## src/rtl/ppml_pkg.sv

```systemverilog
// package of register indices, masks and reset values for the port pin block
// assumes a 32-bit apb slave; each register index sits at byte address index*4
package ppml_pkg;

  // ********************************************************
  // register indices (byte address is index * 4)
  // ********************************************************
  localparam logic [5:0] IDX_A_DATA_IN = 6'h00;
  localparam logic [5:0] IDX_B_DATA_IN = 6'h01;
  localparam logic [5:0] IDX_A_ADDR_SEL = 6'h02;
  localparam logic [5:0] IDX_B_ADDR_SEL = 6'h03;
  localparam logic [5:0] IDX_A_DATA_OUT = 6'h04;
  localparam logic [5:0] IDX_B_DATA_OUT = 6'h05;
  localparam logic [5:0] IDX_A_DIR = 6'h06;
  localparam logic [5:0] IDX_B_DIR = 6'h07;
  localparam logic [5:0] IDX_C_DATA_IN = 6'h10;
  localparam logic [5:0] IDX_D_DATA_IN = 6'h11;
  localparam logic [5:0] IDX_C_DATA_OUT = 6'h12;
  localparam logic [5:0] IDX_D_DATA_OUT = 6'h13;
  localparam logic [5:0] IDX_C_DIR = 6'h14;
  localparam logic [5:0] IDX_D_DIR = 6'h15;

  // ********************************************************
  // port layout and implemented bits
  // ********************************************************
  localparam int PORT_W = 8;
  localparam int PINS = 32;
  localparam int CELL_PINS = 24;
  localparam int PORT_A_LSB = 0;
  localparam int PORT_B_LSB = 8;
  localparam int PORT_C_LSB = 16;
  localparam int PORT_D_LSB = 24;
  localparam logic [7:0] PORT_A_MASK = 8'hff;
  localparam logic [7:0] PORT_B_MASK = 8'hff;
  localparam logic [7:0] PORT_C_MASK = 8'h9c;
  localparam logic [7:0] PORT_D_MASK = 8'h06;
  localparam logic [31:0] PIN_MASK = {PORT_D_MASK, PORT_C_MASK, PORT_B_MASK, PORT_A_MASK};

  // ********************************************************
  // reset values
  // ********************************************************
  localparam logic [7:0] DIR_RESET = 8'h00;
  localparam logic [7:0] DATA_OUT_RESET = 8'h00;
  localparam logic [7:0] ADDR_SEL_RESET = 8'h00;

endpackage

```

## src/rtl/ppml_addr_if.sv

```systemverilog
// interface between the pin logic and its address latch
// assumes both ends run on pclk; the strobe comes from core logic on pclk
`timescale 1ns/10ps
interface ppml_addr_if;
  logic ale;
  logic [15:0] mux_bus;
  logic [15:0] addr;
  modport latch (input ale, input mux_bus, output addr);
  modport user (output ale, output mux_bus, input addr);
endinterface

```

## src/rtl/port_pin_mode_logic.sv

```systemverilog
// port pin mode logic: direction, data in/out, logic-array pin use and
// latched address output (ports a and b only) for four 8-bit ports, with an apb register slave
// assumes logic-array terms and address strobe come from logic on pclk,
// pins come from outside and are synchronised here
//
// Function
// - direction bit one makes the pin an output, zero an input
// - all direction registers clear to zero at reset
// - ports a-c reach array bus via input cells; port d goes direct
// - ports a-c driven by general array; port d by decode array
// - a pin used as array output ignores register i/o and address mode
// - data-in still returns a pin's level when it feeds the array
// - direction bit still acts on a pin used as array input
// - data-out writes do not change an array output pin's value
// - output enable is array enable term or direction bit
// - an enable term true at reset drives the pin despite direction zero
// - an internal-only array output leaves its pin free for other uses
// - address taken from the muxed bus by strobe and driven on pins
// - address output is chosen per pin on the first two ports
// - select bit one gives address output, zero gives register i/o
// - port a bit n gives An; port b gives An or A(n+8)
// - port a address select clears to zero at reset
// - data-in bit reads one for a high pin, zero for low
// - data-out bit sets the driven level of an output pin
// - direction may change at any time; ports may mix directions
`timescale 1ns/10ps
module port_pin_mode_logic (
  input wire logic pclk,
  input wire logic presetn,
  input wire logic psel,
  input wire logic penable,
  input wire logic pwrite,
  input wire logic [7:0] paddr,
  input wire logic [31:0] pwdata,
  output logic [31:0] prdata,
  output logic pready,
  output logic pslverr,
  input wire logic addr_strobe,
  input wire logic [15:0] mux_addr_data,
  input wire logic [7:0] addr_high_byte_sel,
  input wire logic [31:0] array_out_sel,
  input wire logic [31:0] array_out_val,
  input wire logic [31:0] array_oe_term,
  input wire logic [31:0] pin_in,
  output logic [31:0] pin_out,
  output logic [31:0] pin_oe,
  output logic [31:0] logic_array_in
);

  // ********************************************************
  // state
  // ********************************************************
  typedef struct packed {
    logic [31:0] sync1;
    logic [31:0] sync2;
    logic [31:0] dir;
    logic [31:0] dout;
    logic [7:0] asel_a;
    logic [7:0] asel_b;
    logic [31:0] rdata;
    logic err;
  } ppml_state_s;

  ppml_state_s st;
  ppml_state_s next_st;

  // ********************************************************
  // address decode
  // ********************************************************
  // returns {hit, index}; misaligned or unmapped addresses miss
  function automatic logic [6:0] ppml_decode(input logic [7:0] a);
    logic [5:0] idx;
    logic hit;
    idx = a[7:2];
    hit = 1'b0;
    if (a[1:0] == 2'b00) begin
      unique case (idx)
        ppml_pkg::IDX_A_DATA_IN, ppml_pkg::IDX_B_DATA_IN,
        ppml_pkg::IDX_A_ADDR_SEL, ppml_pkg::IDX_B_ADDR_SEL,
        ppml_pkg::IDX_A_DATA_OUT, ppml_pkg::IDX_B_DATA_OUT,
        ppml_pkg::IDX_A_DIR, ppml_pkg::IDX_B_DIR,
        ppml_pkg::IDX_C_DATA_IN, ppml_pkg::IDX_D_DATA_IN,
        ppml_pkg::IDX_C_DATA_OUT, ppml_pkg::IDX_D_DATA_OUT,
        ppml_pkg::IDX_C_DIR, ppml_pkg::IDX_D_DIR: begin
          hit = 1'b1;
        end
        default: begin
          hit = 1'b0;
        end
      endcase
    end
    return {hit, idx};
  endfunction

  // byte lane of one port out of a 32-pin vector
  function automatic logic [7:0] ppml_port(input logic [31:0] v, input int lsb);
    return v[lsb +: 8];
  endfunction

  // read value of one mapped register; unimplemented bits come back as zero
  // data-in sees the synchronised pin, so a pin in array use still reads back
  function automatic logic [7:0] ppml_read_reg(
    input logic [5:0] idx,
    input logic [31:0] lvl,
    input ppml_state_s s
  );
    logic [7:0] r;
    r = 8'h00;
    unique case (idx)
      ppml_pkg::IDX_A_DATA_IN: begin
        r = ppml_port(lvl, ppml_pkg::PORT_A_LSB);
      end
      ppml_pkg::IDX_B_DATA_IN: begin
        r = ppml_port(lvl, ppml_pkg::PORT_B_LSB);
      end
      ppml_pkg::IDX_C_DATA_IN: begin
        r = ppml_port(lvl, ppml_pkg::PORT_C_LSB);
      end
      ppml_pkg::IDX_D_DATA_IN: begin
        r = ppml_port(lvl, ppml_pkg::PORT_D_LSB);
      end
      ppml_pkg::IDX_A_ADDR_SEL: begin
        r = s.asel_a;
      end
      ppml_pkg::IDX_B_ADDR_SEL: begin
        r = s.asel_b;
      end
      ppml_pkg::IDX_A_DATA_OUT: begin
        r = ppml_port(s.dout, ppml_pkg::PORT_A_LSB);
      end
      ppml_pkg::IDX_B_DATA_OUT: begin
        r = ppml_port(s.dout, ppml_pkg::PORT_B_LSB);
      end
      ppml_pkg::IDX_C_DATA_OUT: begin
        r = ppml_port(s.dout, ppml_pkg::PORT_C_LSB);
      end
      ppml_pkg::IDX_D_DATA_OUT: begin
        r = ppml_port(s.dout, ppml_pkg::PORT_D_LSB);
      end
      ppml_pkg::IDX_A_DIR: begin
        r = ppml_port(s.dir, ppml_pkg::PORT_A_LSB);
      end
      ppml_pkg::IDX_B_DIR: begin
        r = ppml_port(s.dir, ppml_pkg::PORT_B_LSB);
      end
      ppml_pkg::IDX_C_DIR: begin
        r = ppml_port(s.dir, ppml_pkg::PORT_C_LSB);
      end
      ppml_pkg::IDX_D_DIR: begin
        r = ppml_port(s.dir, ppml_pkg::PORT_D_LSB);
      end
      default: begin
        r = 8'h00;
      end
    endcase
    return r;
  endfunction

  // pin drive priority: array output, then latched address, then data-out
  // a pin claimed by the array ignores data-out, so stray writes cannot glitch it
  function automatic logic ppml_drive(
    input logic arr_sel,
    input logic arr_val,
    input logic adr_sel,
    input logic adr_val,
    input logic reg_val
  );
    logic v;
    if (arr_sel) begin
      v = arr_val;
    end else if (adr_sel) begin
      v = adr_val;
    end else begin
      v = reg_val;
    end
    return v;
  endfunction

  // one pin's enable; an unimplemented pin never drives, whatever the term
  function automatic logic ppml_enable(
    input logic implemented,
    input logic term,
    input logic dir_bit
  );
    return implemented & (term | dir_bit);
  endfunction

  logic [6:0] dec;
  logic setup_phase;
  logic access_wr;
  logic [31:0] pin_level;

  assign dec = ppml_decode(paddr);
  assign setup_phase = psel && !penable;
  assign access_wr = psel && penable && pwrite && dec[6];
  // data-in reads the synchronised pin, not the array path
  assign pin_level = st.sync2 & ppml_pkg::PIN_MASK;

  // ********************************************************
  // register file and synchronisers
  // ********************************************************
  always_comb begin
    next_st = st;
    // pins are asynchronous: two flops before any reader
    next_st.sync1 = pin_in;
    next_st.sync2 = st.sync1;

    // read data and error caught in the setup cycle, so access ends at once
    if (setup_phase) begin
      next_st.err = !dec[6];
      next_st.rdata = 32'h0000_0000;
      if (dec[6] && !pwrite) begin
        next_st.rdata[7:0] = ppml_read_reg(dec[5:0], pin_level, st);
      end
    end

    // writes land only at the access edge; direction may change any time
    if (access_wr) begin
      unique case (dec[5:0])
        ppml_pkg::IDX_A_ADDR_SEL: begin
          next_st.asel_a = pwdata[7:0];
        end
        ppml_pkg::IDX_B_ADDR_SEL: begin
          next_st.asel_b = pwdata[7:0];
        end
        ppml_pkg::IDX_A_DATA_OUT: begin
          next_st.dout[7:0] = pwdata[7:0] & ppml_pkg::PORT_A_MASK;
        end
        ppml_pkg::IDX_B_DATA_OUT: begin
          next_st.dout[15:8] = pwdata[7:0] & ppml_pkg::PORT_B_MASK;
        end
        ppml_pkg::IDX_C_DATA_OUT: begin
          next_st.dout[23:16] = pwdata[7:0] & ppml_pkg::PORT_C_MASK;
        end
        ppml_pkg::IDX_D_DATA_OUT: begin
          next_st.dout[31:24] = pwdata[7:0] & ppml_pkg::PORT_D_MASK;
        end
        ppml_pkg::IDX_A_DIR: begin
          next_st.dir[7:0] = pwdata[7:0] & ppml_pkg::PORT_A_MASK;
        end
        ppml_pkg::IDX_B_DIR: begin
          next_st.dir[15:8] = pwdata[7:0] & ppml_pkg::PORT_B_MASK;
        end
        ppml_pkg::IDX_C_DIR: begin
          next_st.dir[23:16] = pwdata[7:0] & ppml_pkg::PORT_C_MASK;
        end
        ppml_pkg::IDX_D_DIR: begin
          next_st.dir[31:24] = pwdata[7:0] & ppml_pkg::PORT_D_MASK;
        end
        default: begin
          // data-in registers are read only: writes are dropped
          next_st.err = st.err;
        end
      endcase
    end
  end

  always_ff @(posedge pclk or negedge presetn) begin
    if (!presetn) begin
      st.sync1 <= 32'h0000_0000;
      st.sync2 <= 32'h0000_0000;
      st.dir <= {4{ppml_pkg::DIR_RESET}};
      st.dout <= {4{ppml_pkg::DATA_OUT_RESET}};
      st.asel_a <= ppml_pkg::ADDR_SEL_RESET;
      st.asel_b <= ppml_pkg::ADDR_SEL_RESET;
      st.rdata <= 32'h0000_0000;
      st.err <= 1'b0;
    end else begin
      st <= next_st;
    end
  end

  // zero wait states: data was captured in the setup cycle
  assign pready = 1'b1;
  assign prdata = st.rdata;
  assign pslverr = st.err;

  // ********************************************************
  // latched address
  // ********************************************************
  ppml_addr_if addr_bus ();

  assign addr_bus.ale = addr_strobe;
  assign addr_bus.mux_bus = mux_addr_data;

  ppml_addr_latch u_latch (
    .pclk(pclk),
    .presetn(presetn),
    .lat(addr_bus.latch)
  );

  // ********************************************************
  // logic-array input bus
  // ********************************************************
  logic [23:0] cell_q;

  ppml_input_cells u_cells (
    .pclk(pclk),
    .presetn(presetn),
    .pin_level(pin_level[23:0]),
    .cell_q(cell_q)
  );

  // ports a-c through input cells, port d direct
  assign logic_array_in = {pin_level[31:24], cell_q};

  // ********************************************************
  // per-pin output mux and enable
  // ********************************************************
  // array_out_sel low for an internal-only macrocell frees the pin
  logic [31:0] addr_sel;
  logic [31:0] addr_val;
  logic [31:0] out_sel;

  // only implemented pins may be claimed by an array output
  assign out_sel = array_out_sel & ppml_pkg::PIN_MASK;

  genvar n;
  generate
    for (n = 0; n < ppml_pkg::PORT_W; n++) begin : g_addr
      // per-pin choice on the first two ports only
      assign addr_sel[n] = st.asel_a[n];
      assign addr_val[n] = addr_bus.addr[n];
      assign addr_sel[n + 8] = st.asel_b[n];
      assign addr_val[n + 8] = addr_high_byte_sel[n] ? addr_bus.addr[n + 8] :
                               addr_bus.addr[n];
    end
    for (n = 16; n < ppml_pkg::PINS; n++) begin : g_noaddr
      assign addr_sel[n] = 1'b0;
      assign addr_val[n] = 1'b0;
    end
    for (n = 0; n < ppml_pkg::PINS; n++) begin : g_pin
      // array output wins over address and register i/o
      assign pin_out[n] = ppml_drive(out_sel[n], array_out_val[n], addr_sel[n], addr_val[n],
                                     st.dout[n]);
      // enable is a plain or; direction still acts for array inputs
      assign pin_oe[n] = ppml_enable(ppml_pkg::PIN_MASK[n], array_oe_term[n],
                                     st.dir[n]);
    end
  endgenerate

endmodule

```

## src/rtl/ppml_addr_latch.sv

```systemverilog
// address latch: demultiplexes the address from the shared address/data bus
// assumes ale and the bus come from core logic on pclk, so no synchroniser
`timescale 1ns/10ps
module ppml_addr_latch (
  input wire logic pclk,
  input wire logic presetn,
  ppml_addr_if.latch lat
);

  typedef struct packed {
    logic ale_d;
    logic [15:0] addr;
  } ppml_latch_s;

  ppml_latch_s st;
  ppml_latch_s next_st;

  always_comb begin
    next_st = st;
    next_st.ale_d = lat.ale;
    // capture on the falling strobe, hold until the next one
    if (st.ale_d && !lat.ale) begin
      next_st.addr = lat.mux_bus;
    end
  end

  always_ff @(posedge pclk or negedge presetn) begin
    if (!presetn) begin
      st <= '0;
    end else begin
      st <= next_st;
    end
  end

  assign lat.addr = st.addr;

endmodule

```

## src/rtl/ppml_input_cells.sv

```systemverilog
// input macrocells of the first three ports, feeding the logic-array bus
// assumes pin levels arrive already synchronised to pclk
`timescale 1ns/10ps
module ppml_input_cells (
  input wire logic pclk,
  input wire logic presetn,
  input wire logic [23:0] pin_level,
  output logic [23:0] cell_q
);

  typedef struct packed {
    logic [23:0] q;
  } ppml_cells_s;

  ppml_cells_s st;
  ppml_cells_s next_st;

  always_comb begin
    next_st = st;
    next_st.q = pin_level;
  end

  always_ff @(posedge pclk or negedge presetn) begin
    if (!presetn) begin
      st <= '0;
    end else begin
      st <= next_st;
    end
  end

  assign cell_q = st.q;

endmodule

```

## config.mk

```make
export PLATFORM = sky130hd
export DESIGN_NAME = port_pin_mode_logic
export DESIGN_NICKNAME = d
export VERILOG_FILES = /design/src/rtl/ppml_pkg.sv /design/src/rtl/ppml_addr_if.sv /design/src/rtl/port_pin_mode_logic.sv /design/src/rtl/ppml_addr_latch.sv /design/src/rtl/ppml_input_cells.sv
export SDC_FILE = /design/constraint.sdc
export NUM_CORES = 1
export LEC_CHECK = 0
export BUFFER_PORTS_ARGS = -buffer_cell sky130_fd_sc_hd__buf_2
export CAP_MARGIN = 20
export CORE_MARGIN = 2
export CORE_UTILIZATION = 29
export CTS_CLUSTER_SIZE = 25
export DETAILED_ROUTE_END_ITERATION = 8
export PLACE_DENSITY = 0.61
export REMOVE_ABC_BUFFERS = 1
export SETUP_SLACK_MARGIN = 0.5
export SLEW_MARGIN = 20
export SYNTH_ARGS = -nofsm -noshare
export SYNTH_HDL_FRONTEND = slang
export SYNTH_SLANG_ARGS = --single-unit
```

## constraint.sdc

```tcl
create_clock -name pclk -period 4.5 [get_ports pclk]
set_input_delay 0.9 -clock pclk [delete_from_list [all_inputs] [get_ports pclk]]
set_output_delay 0.9 -clock pclk [all_outputs]
set_load 0.005 [all_outputs]
```

Yosys cells after proc, flatten, opt, wreduce, memory -nomap -nowiden
Memory sizes are Yosys's and may differ from the RTL's.
Cells that the tools add are included.
{"block": "word_totals", "register_bits": 160, "mem_bits_ro": 32, "inputBits": 198, "output_inout_bits": 130, "n_memories": 1}
{"block": "op_classes", "n_eq_ne": 14, "muxes": 53, "bitwise": 22, "n_reduce_logical": 23}
{"memory": "(name not given)", "words": 32, "word_bits": 1, "rd": 1, "rd_clocked_by_memory_dff": 0, "wr": 0, "line": "port_pin_mode_logic.sv:77", "source": "unique case (idx)"}
{"cell": "$pmux W8 S14", "count": 1}
{"cell": "$mux W1", "count": 51}
{"cell": "$eq A6 B5 Y1 const B", "count": 6}
{"cell": "$eq A6 B3 Y1 const B", "count": 4}
{"cell": "$or A1 B1 Y1", "count": 22}
{"cell": "$reduce_and A2 Y1", "count": 10}
{"cell": "$eq A6 B2 Y1 const B", "count": 2}
{"cell": "$reduce_or A10 Y1", "count": 1}
{"cell": "$mux W8", "count": 1}
{"cell": "$eq A6 B1 Y1 const B", "count": 1}
{"cell": "$logic_and A1 B1 Y1", "count": 6}
{"cell": "$logic_not A6 Y1", "count": 1}
{"cell": "$logic_not A1 Y1", "count": 4}
{"cell": "$logic_not A2 Y1", "count": 1}
{"cell": "$ne A2 B2 Y1 const B", "count": 1}

Depth between registers and ports, before layout
Gate-level depths: netlist (run 1).
An unclocked memory read counts as a cell.
{"block": "depth", "ltp_word": 7, "ltp_mapped": 7, "depth_no_buf": 5}

Cells and area by module
Synthesis (run 1) repeated with hierarchy kept, for this count alone.
{"block": "hier_totals", "hier_cells": 545, "area_unflattened_um2": 6945.4}
{"module": "port_pin_mode_logic", "n_inst": 1, "cells_each": 469, "area_per_inst_um2": 5536.6, "seq_area_each_um2": 2827.7}
{"module": "ppml_addr_latch", "n_inst": 1, "cells_each": 52, "area_per_inst_um2": 808.3, "seq_area_each_um2": 425.4}
{"module": "ppml_input_cells", "n_inst": 1, "cells_each": 24, "area_per_inst_um2": 600.6, "seq_area_each_um2": 600.6}

Worst setup path before layout (run 1)
No wires, ideal clock.
{"block": "synth_path", "kind": "input-to-reg", "start": "input paddr[5]", "end": "register st[89] (netlist name)", "setup_time_ns": 0.125, "t_arrival_ns": 2.804, "required_ns": 4.375, "setup_slack_ns": 1.571, "cell_stages": 6, "n_path_buf": 1, "path_cell_list": "buf_2 or4_1 a31oi_2 nand4_4 nor3_4 mux2_2"}
{"block": "synth_via", "elab_chain_cells": 5, "elab_cells_between_ends": 6}
{"item": "start: declaration", "line": "port_pin_mode_logic.sv:33", "source": "input wire logic [7:0] paddr,"}
{"item": "$mem_v2 Z32 W1"}
{"item": "$mux W1", "line": "port_pin_mode_logic.sv:77"}
{"item": "$mux W1", "line": "port_pin_mode_logic.sv:76", "source": "if (a[1:0] == 2'b00) begin"}
{"item": "$logic_and A1 B1 Y1", "line": "port_pin_mode_logic.sv:195", "source": "assign access_wr = psel && penable && pwrite && dec[6];"}
{"item": "$reduce_and A2 Y1 (no source line) *"}
{"item": "end signal: assignment", "line": "port_pin_mode_logic.sv:269", "source": "st <= next_st;"}
{"item": "end: declaration", "line": "port_pin_mode_logic.sv:64", "source": "ppml_state_s st;"}
Mark *: on every way between the ends. The rest lies on a longest branch, timed or not.
A chain may end at the register's enable or synchronous reset.

Worst setup path in the final report (run 1)
{"block": "layout_path", "start": "input paddr[7]", "end": "register st[60] (netlist name)"}
{"block": "layout_via", "elab_chain_cells": 4, "elab_cells_between_ends": 5}
{"item": "$mux W1", "line": "port_pin_mode_logic.sv:77"}
{"item": "$mux W1", "line": "port_pin_mode_logic.sv:76"}
{"item": "$logic_and A1 B1 Y1", "line": "port_pin_mode_logic.sv:195"}
{"item": "$reduce_and A2 Y1 (no source line) *"}
Marked as above.

==> impl_metrics.toml, run 1 <==
[power_and_ir_drop]
ir_worst_vdd_v = 0.000223
powerDensity_mw_per_mm2 = 392
p_total_mw = 3.33
leakagePower_nw = 4.23

[sta]
rsz0062_at_grt = "false"
tightest_slew_ns = 0.975
final_hold_viol_count = 0
hold_slack_ns = 0.346
slew-limit-headroom_pct = 34.7
setup_slack_ns = 1.39
skew_ns = 0.00792
period_minus_slack_ns = 3.11
fin_crit_sh_pct = 69.1
fmax_mhz = 322
setup_violations = 0
drv_slew = 0
finalSetupTns_ns = 0

[placement]
dp.cells = 1000
place_ws_ns = 0.956
io_buffers = 208
dp_hpwl_um = 13500
place_area_sq_mm = 0.00779
routabilityCongestion = 0.776

[global_routing]
antenna_found_initial = 2
overflow = 0
first_global_vias = 4675
grt_pass1_wl_um = 27300
grt_usage_pct = 15.5
grt_max_degree = 93

[drt]
antenna_left = 0
wl_met2_um = 8740
dr.max_layer_used = "met4"
m1WireLength_um = 8090
vias = 4691
wire_per_inst_um = 17.8
avgViaCountPerCell = 4.54
drt_iter0_markers = 246
drc = 0
wl_met3_um = 1420
drtPass1Iterations = 4
routed_wl_um = 18400

[clocking]
root_buffer = "clkbuf_16"
htreeDepth = 4
cts_made_buffers = 17
post-cts-setup-buffer-count = 0
cts_sinks = 150
cts.path.max_buffers = 2
cts_hold_buf = 0
clkSlewWorstSetupHoldPaths_ns = 0.06
clock_latency_ns = 0.42
cts_resized = 0
tritoncts = "done"

[synth]
synth_edf_count = 0
synth_warnings = 0
netlist_instances = 528
ys_ff_latch = 150
synth_ff_type = "dfrtp_1"
synth_area_sq_mm = 0.00668
ys_async_sr_fraction_pct = 100
ys_seq_area_share_pct = 56.2
syn_avg_cell_area_sq_um = 12.6
synth_cell_types = 44

[min_path]
holdCritStartpoint = "next_st[126]"
min_to = "pin_level[13]"
min_path_cells = 0
hold_path.class = "flip-flop to flip-flop"

[die]
die_h_um = 156
dieArea_sq_mm = 0.0243
fp.dieW_um = 156
start_util_pct = 29.5
core-area_sq_mm = 0.0226
rows = 55
ios = 328

[finish]
layout.cells.non_filler = 1034
fill_cells = 2224
areaGrowthSynthToFinish_pct = 27.1
nets = 932
final_core_util_pct = 37.5
drive_gt1_share_pct = 49.1
layout_common_cells = "207 x buf_2, 150 x dfrtp_1, 86 x mux2_2"
stdcell_area_sq_mm = 0.00849
final_common_cell = "buf_2"

[setup_path]
reg2reg_from = "u_latch.st[16]"
required_ns = 4.80
cp-start-kind = "input pin"
cp-end-kind = "flip-flop"
regToRegEndpoint = "u_latch.lat.addr[11]"
r2r_setup_slack_ns = 2.86
cp_max_fo = 10
crit_type = "input pin to flip-flop"
cp.arrival_ns = 3.41
r2r_cells = 2

[status]
status = "complete, no violations"

[job]
maxCapViolCount = 0
## per-layer routing
metal | up-vias | GRT usage, %
li1 | 2182 | -
met1 | 2285 | 20.6
met2 | 210 | 24.2
met3 | 14 | 4.97
met4 | 0 | 4.59
met5 | - | 0
## cell type report
cell class                 count  area (sq um)  share of cell area, %
antenna                        2          5.00                 0.0590
clock buffer                  21           470                   5.54
clock inverter                11           219                   2.58
inverter                       1          3.75                 0.0442
multi-input combinational    349          2570                   30.2
sequential                   150          3750                   44.2
tap                          285           357                   4.20
timing repair buffer         215          1110                   13.1
## how the worst max path moves through the flow
| stage | startpoint | cells past startpoint | to |
|---|---|---|---|
| 2_1_floorplan | paddr[7] | 5 | st[57] |
| 3_3_place_gp | paddr[7] | 6 | st[62] |
| 3_5_place_dp | paddr[7] | 6 | st[62] |
| 4_1_cts | paddr[7] | 6 | st[62] |
| 5_1_grt | paddr[7] | 6 | st[60] |
| 6_report | paddr[7] | 6 | st[60] |
## registers in the layout (all words and copies together), names as in the netlist
| signal | cells |
|---|---|
| st | 44 |
| next_st | 22 |
| pin_level | 20 |
| u_cells.cell_q | 20 |
| addr_sel | 16 |
| u_latch.lat.addr | 16 |
| prdata | 8 |
| logic_array_in | 2 |
| pslverr | 1 |
| u_latch.st | 1 |
## power by group
group	switching [mW]	internal (mW)	total, mW
Sequential	0.0278	1.40	1.43
Clock	0.566	1.09	1.65
Combinational	0.129	0.114	0.243
Total	0.722	2.60	3.33
## synthesized netlist by cell type (8+ instances only)
| library cell | n | share of area, % |
|---|---|---|
| nand2_1 | 37 | 2.1 |
| o21ai_0 | 27 | 2.0 |
| mux2i_1 | 21 | 3.1 |
| nand3_1 | 17 | 1.3 |
| a22oi_1 | 8 | 0.90 |
| nor2_1 | 13 | 0.73 |
| or2_2 | 23 | 2.2 |
| dfrtp_1 | 150 | 56 |
| a32oi_1 | 8 | 1.0 |
| mux2_2 | 86 | 14 |
| clkbuf_1 | 10 | 0.56 |
| buf_4 | 66 | 7.4 |
## cell families after synthesis
group	Yosys count	synth area share, %
AND/OR/NAND/NOR	119	10.2
multiplexers	109	18.3
flip-flops	150	56.2
buffers and inverters	82	8.49
other	2	0.112
AO/OA/AOI/OAI	66	6.71
## critical path: stages
cell and delay [ns]:
buf_2 0.16, or4_1 0.54, a31oi_2 0.32, nand4_4 0.36, and2b_1 0.72, mux2_2 0.40
(Power assumes the default switching activity.)
==> run 2: changes to the inputs <==
==> constraint.sdc (replaced) <==
create_clock -name pclk -period 3.2 [get_ports pclk]
set_input_delay 0.64 -clock pclk [delete_from_list [all_inputs] [get_ports pclk]]
set_output_delay 0.64 -clock pclk [all_outputs]
set_load 0.005 [all_outputs]
==> impl_metrics.toml, run 2 (synthesized netlist as in run 1, its figures left out) <==
[finish]
layout_common_cells = "207 x buf_2, 150 x dfrtp_1, 86 x mux2_2"
fill_cells = 2232
nets = 961
layout.cells.non_filler = 1061
stdcell_area_sq_mm = 0.00864
areaGrowthSynthToFinish_pct = 29.4
regArea_sq_mm = 0.00375
top_register = "st"
largest_reg_flops = 44
multi_input_comb_area_sq_mm = 0.00257
drive_gt1_share_pct = 50.8
final_core_util_pct = 38.2
final_common_cell = "buf_2"

[setup_path]
crit_type = "input pin to flip-flop"
cp.arrival_ns = 2.90
cp-end-kind = "flip-flop"
r2r_setup_slack_ns = 1.78
crit_top_cell = "buf_4"
slowest_stage = "or4_1"
cp_max_fo = 9
cp-start-kind = "input pin"
timing.critical_path.buf_inv = 3
cp_cell_sequence = "buf_2, or4_1, a31oi_2, nand4_4, buf_4, nor3_4, buf_4, mux2_2"
cp_slowest_stage_delay_ns = 0.53
cpLargestDelayFamily = "simple AND/OR/NAND/NOR gates"
required_ns = 3.50

[placement]
place_area_sq_mm = 0.00801
dp_hpwl_um = 14100
routabilityCongestion = 0.796
io_buffers = 208
dp.cells = 1029

[die]
start_util_pct = 29.5
ios = 328
dieArea_sq_mm = 0.0243
core-area_sq_mm = 0.0226
fp.dieW_um = 156
rows = 55
die_h_um = 156

[clocking]
clkSlewWorstSetupHoldPaths_ns = 0.06
root_buffer = "clkbuf_16"
tritoncts = "done"
htreeDepth = 4
cts.path.max_buffers = 2
post-cts-setup-buffer-count = 0
clock_latency_ns = 0.42
cts_made_buffers = 17
cts_hold_buf = 0
cts_sinks = 150
cts_resized = 0

[drt]
antenna_left = 0
vias = 4846
drtPass1Iterations = 4
wire_per_inst_um = 17.6
drt_iter0_markers = 198
drc = 0
routed_wl_um = 18600
avgViaCountPerCell = 4.57

[sta]
tightest_slew_ns = 0.884
slew-limit-headroom_pct = 41.1
finalSetupTns_ns = 0
period_minus_slack_ns = 2.60
fin_crit_sh_pct = 81.3
fmax_mhz = 385
final_hold_viol_count = 0
skew_ns = 0.00994
rsz0062_at_grt = "false"
drv_slew = 0
setup_violations = 0

[power_and_ir_drop]
powerDensity_mw_per_mm2 = 522
p_total_mw = 4.51
ir_worst_vdd_v = 0.000342
leakagePower_nw = 4.36

[global_routing]
grt_usage_pct = 15.5
first_global_vias = 4761
antenna_found_initial = 1
overflow = 0
grt_max_degree = 92
grt_pass1_wl_um = 27500

[min_path]
hold_path.class = "input pin to asynchronous set/reset pin"

[status]
status = "complete, no violations"

[job]
maxCapViolCount = 0
run 2: worst paths after layout:
kind                            depth (start not counted)           from             end
worst max register to register                          5  pin_level[14]       prdata[6]
worst min register to register                          0   next_st[116]    pin_level[3]
worst max-delay path                                    8       paddr[7]          st[89]
min in group pclk                                       1      pin_in[1]    next_st[114]
worst min-delay path                                    1        presetn  u_latch.st[16]
max in group asynchronous                               2        presetn   pin_level[10]
run 2: metrics by stage:
step                      hold slack (ns)  setup slack [ns]
after global placement              0.332             0.190
after detailed placement            0.335             0.159
after CTS                           0.303             0.612
final                               0.291             0.600
after floorplan                     0.331             0.636
after global routing                0.300             0.514
run 2: layout make-up:
cell class	count	area share, %
sequential	150	43.4
multi-input combinational	349	29.7
timing repair buffer	244	15.4
clock buffer	23	5.64
tap	285	4.13
clock inverter	8	1.66
inverter	1	0.0434
antenna	1	0.0289
run 2: power breakdown:
part,switching [mW],internal [mW]
Sequential,0.0405,1.97
Combinational,0.184,0.168
Clock,0.764,1.38
run 2: routing by layer:
metal / vias up / wire, um / global-route usage (%)
met2: 228 / 8660 / 24.0
met3: 20 / 1250 / 3.61
met5: - / 0 / 0
met1: 2362 / 8490 / 21.3
li1: 2236 / - / -
met4: 0 / 231 / 5.72
==> run 3: changes to the inputs <==
--- a/config.mk
+++ b/config.mk
@@ -5,13 +5,14 @@
 export SDC_FILE = /design/constraint.sdc
 export NUM_CORES = 1
 export LEC_CHECK = 0
+export ABC_AREA = 1
 export BUFFER_PORTS_ARGS = -buffer_cell sky130_fd_sc_hd__buf_2
 export CAP_MARGIN = 20
 export CORE_MARGIN = 2
 export CORE_UTILIZATION = 29
 export CTS_CLUSTER_SIZE = 25
 export DETAILED_ROUTE_END_ITERATION = 8
-export PLACE_DENSITY = 0.61
+export PLACE_DENSITY = 0.6
 export REMOVE_ABC_BUFFERS = 1
 export SETUP_SLACK_MARGIN = 0.5
 export SLEW_MARGIN = 20
==> constraint.sdc (replaced) <==
create_clock -name pclk -period 2.5 [get_ports pclk]
set_input_delay 0.5 -clock pclk [delete_from_list [all_inputs] [get_ports pclk]]
set_output_delay 0.5 -clock pclk [all_outputs]
set_load 0.005 [all_outputs]
==> impl_metrics.toml, run 3 <==
[sta]
setup_violations = 0
fin_crit_sh_pct = 74.6
setup_slack_ns = 0.636
finalSetupTns_ns = 0
skew_ns = 0.00701
period_minus_slack_ns = 1.86
slew-limit-headroom_pct = 62.7
drv_slew = 0
final_hold_viol_count = 0
tightest_slew_ns = 0.557
fmax_mhz = 536
rsz0062_at_grt = "false"

[setup_path]
slowest_stage = "dfrtp_1"
cp_cell_sequence = "inv_1, a21oi_1, o21ai_0, a22oi_1, buf_2"
crit_type = "flip-flop to output pin"
cp-end-kind = "output pin"
cp_slowest_stage_delay_ns = 0.33
required_ns = 2.00
cpLargestDelayFamily = "compound AO/OA/AOI/OAI gates"
cp.depth = 5
cp_max_fo = 4
r2r_cells = 3
cp-start-kind = "flip-flop"
cp.arrival_ns = 1.36
timing.critical_path.buf_inv = 2

[job]
maxCapViolCount = 0

[finish]
fill_cells = 2471
largest_reg_flops = 44
final_core_util_pct = 36.8
nets = 1184
drive_gt1_share_pct = 31.0
layout.cells.non_filler = 1319
final_common_cell = "buf_2"
areaGrowthSynthToFinish_pct = 24.6
layout_common_cells = "207 x buf_2, 179 x nand2_1, 150 x dfrtp_1"
top_register = "st"

[synth]
synth_warnings = 0
ys_ff_latch = 150
syn_avg_cell_area_sq_um = 8.91
synth_ff_type = "dfrtp_1"
ys_seq_area_share_pct = 53.9
synth_area_sq_mm = 0.00696
synth_top_area_cell = "dfrtp_1"
ys_top_cells_by_area = "dfrtp_1 54%, nand2_1 9.7%, buf_4 7.4%, o21ai_0 5.8%, inv_1 4.2%"
ys_async_sr_fraction_pct = 100
synth_top_area_share_pct = 53.9
synth_cell_types = 31
synth_edf_count = 0
post-synth-top-count-cell = "nand2_1"
synth_common_cells = "179 x nand2_1, 150 x dfrtp_1, 80 x o21ai_0, 77 x inv_1, 69 x buf_4"
netlist_instances = 781

[drt]
drc = 0
wire_per_inst_um = 14.6
vias = 5545
routed_wl_um = 19200
drtPass1Iterations = 5
drt_iter0_markers = 272
avgViaCountPerCell = 4.20
antenna_left = 0

[die]
dieArea_sq_mm = 0.0252
start_util_pct = 29.6
ios = 328
fp.dieW_um = 159
core-area_sq_mm = 0.0235
rows = 56
die_h_um = 159

[power_and_ir_drop]
ir_worst_vdd_v = 0.000326
powerDensity_mw_per_mm2 = 636
leakagePower_nw = 4.51
p_total_mw = 5.51

[placement]
place_ws_ns = 0.344
io_buffers = 208
routabilityCongestion = 0.816
dp.cells = 1286
dp_hpwl_um = 15000

[clocking]
post-cts-setup-buffer-count = 0
htreeDepth = 4
cts_sinks = 150
tritoncts = "done"
cts.path.max_buffers = 2
cts_hold_buf = 0
clkSlewWorstSetupHoldPaths_ns = 0.07
cts_made_buffers = 17
cts_resized = 0
root_buffer = "clkbuf_16"
clock_latency_ns = 0.43

[global_routing]
overflow = 0
grt_max_degree = 56
grt_pass1_wl_um = 29600
first_global_vias = 5347
grt_usage_pct = 15.5
antenna_found_initial = 2

[status]
status = "complete, no violations"

[min_path]
hold_path.class = "input pin to asynchronous set/reset pin"
[run 3: cell types whose count changed in the layout (fill, tap and decap cells not counted), sizes merged, moves of 7 or more]
cell / previous run / this run
nor2: 13 / 85
clkinvlp: 0 / 7
o31ai: 0 / 8
mux2: 86 / 8
o21ai: 27 / 91
a21oi: 3 / 24
inv: 2 / 86
nand2: 37 / 182
buf: 244 / 215
mux2i: 21 / 0
a32oi: 8 / 0
nor3: 9 / 0
[run 3: path summary, 6_finish.rpt]
kind	start	endpoint	slack, ns
min in group pclk	pin_in[8]	next_st[121]	0.17
worst max-delay path	addr_sel[11]	pin_out[11]	0.64
max in group asynchronous	presetn	pin_level[7]	1.77
worst min-delay path	presetn	u_cells.cell_q[1]	0.04
worst max register to register	u_latch.st[16]	u_latch.lat.addr[1]	1.16
worst min register to register	next_st[123]	pin_level[10]	0.35
[run 3: cell type report]
cell class	instances	area [sq um]	share of cell area, %
flip-flops and latches	150	3750	43.3
well taps	319	399	4.61
repair buffers	215	1140	13.1
clock buffers	21	460	5.31
inverters	86	323	3.72
multi-input cells	516	2490	28.7
diodes	1	2.50	0.0289
clock inverters	11	101	1.17
[run 3: cells by family after synthesis]
| group | share of synthesized area, % |
|---|---|
| AOI/OAI and AO/OA | 11.1 |
| buffers and inverters | 13.1 |
| DFF | 53.9 |
| muxes | 1.29 |
| other | 0.108 |
| and+or+nand+nor | 20.4 |
[run 3: power by group]
group / internal [mW] / switching (mW)
Combinational: 0.211 / 0.274
Clock: 1.42 / 1.04
Sequential: 2.52 / 0.0432
Total: 4.15 / 1.36
[run 3: layer usage]
layer	up-vias	wire length [um]	track usage [%]
li1	2774	-	-
met1	2562	8700	20.0
met5	-	13	0
met4	2	238	3.97
met3	21	1110	4.21
met2	186	9140	25.6
[run 3: through the flow]
step                area (sq um)  hold WS, ns
floorplan                   6570        0.204
CTS                         8660       0.0457
global route                8670       0.0655
detailed placement          8100        0.336
global placement            8100        0.333
finish                      8670       0.0399
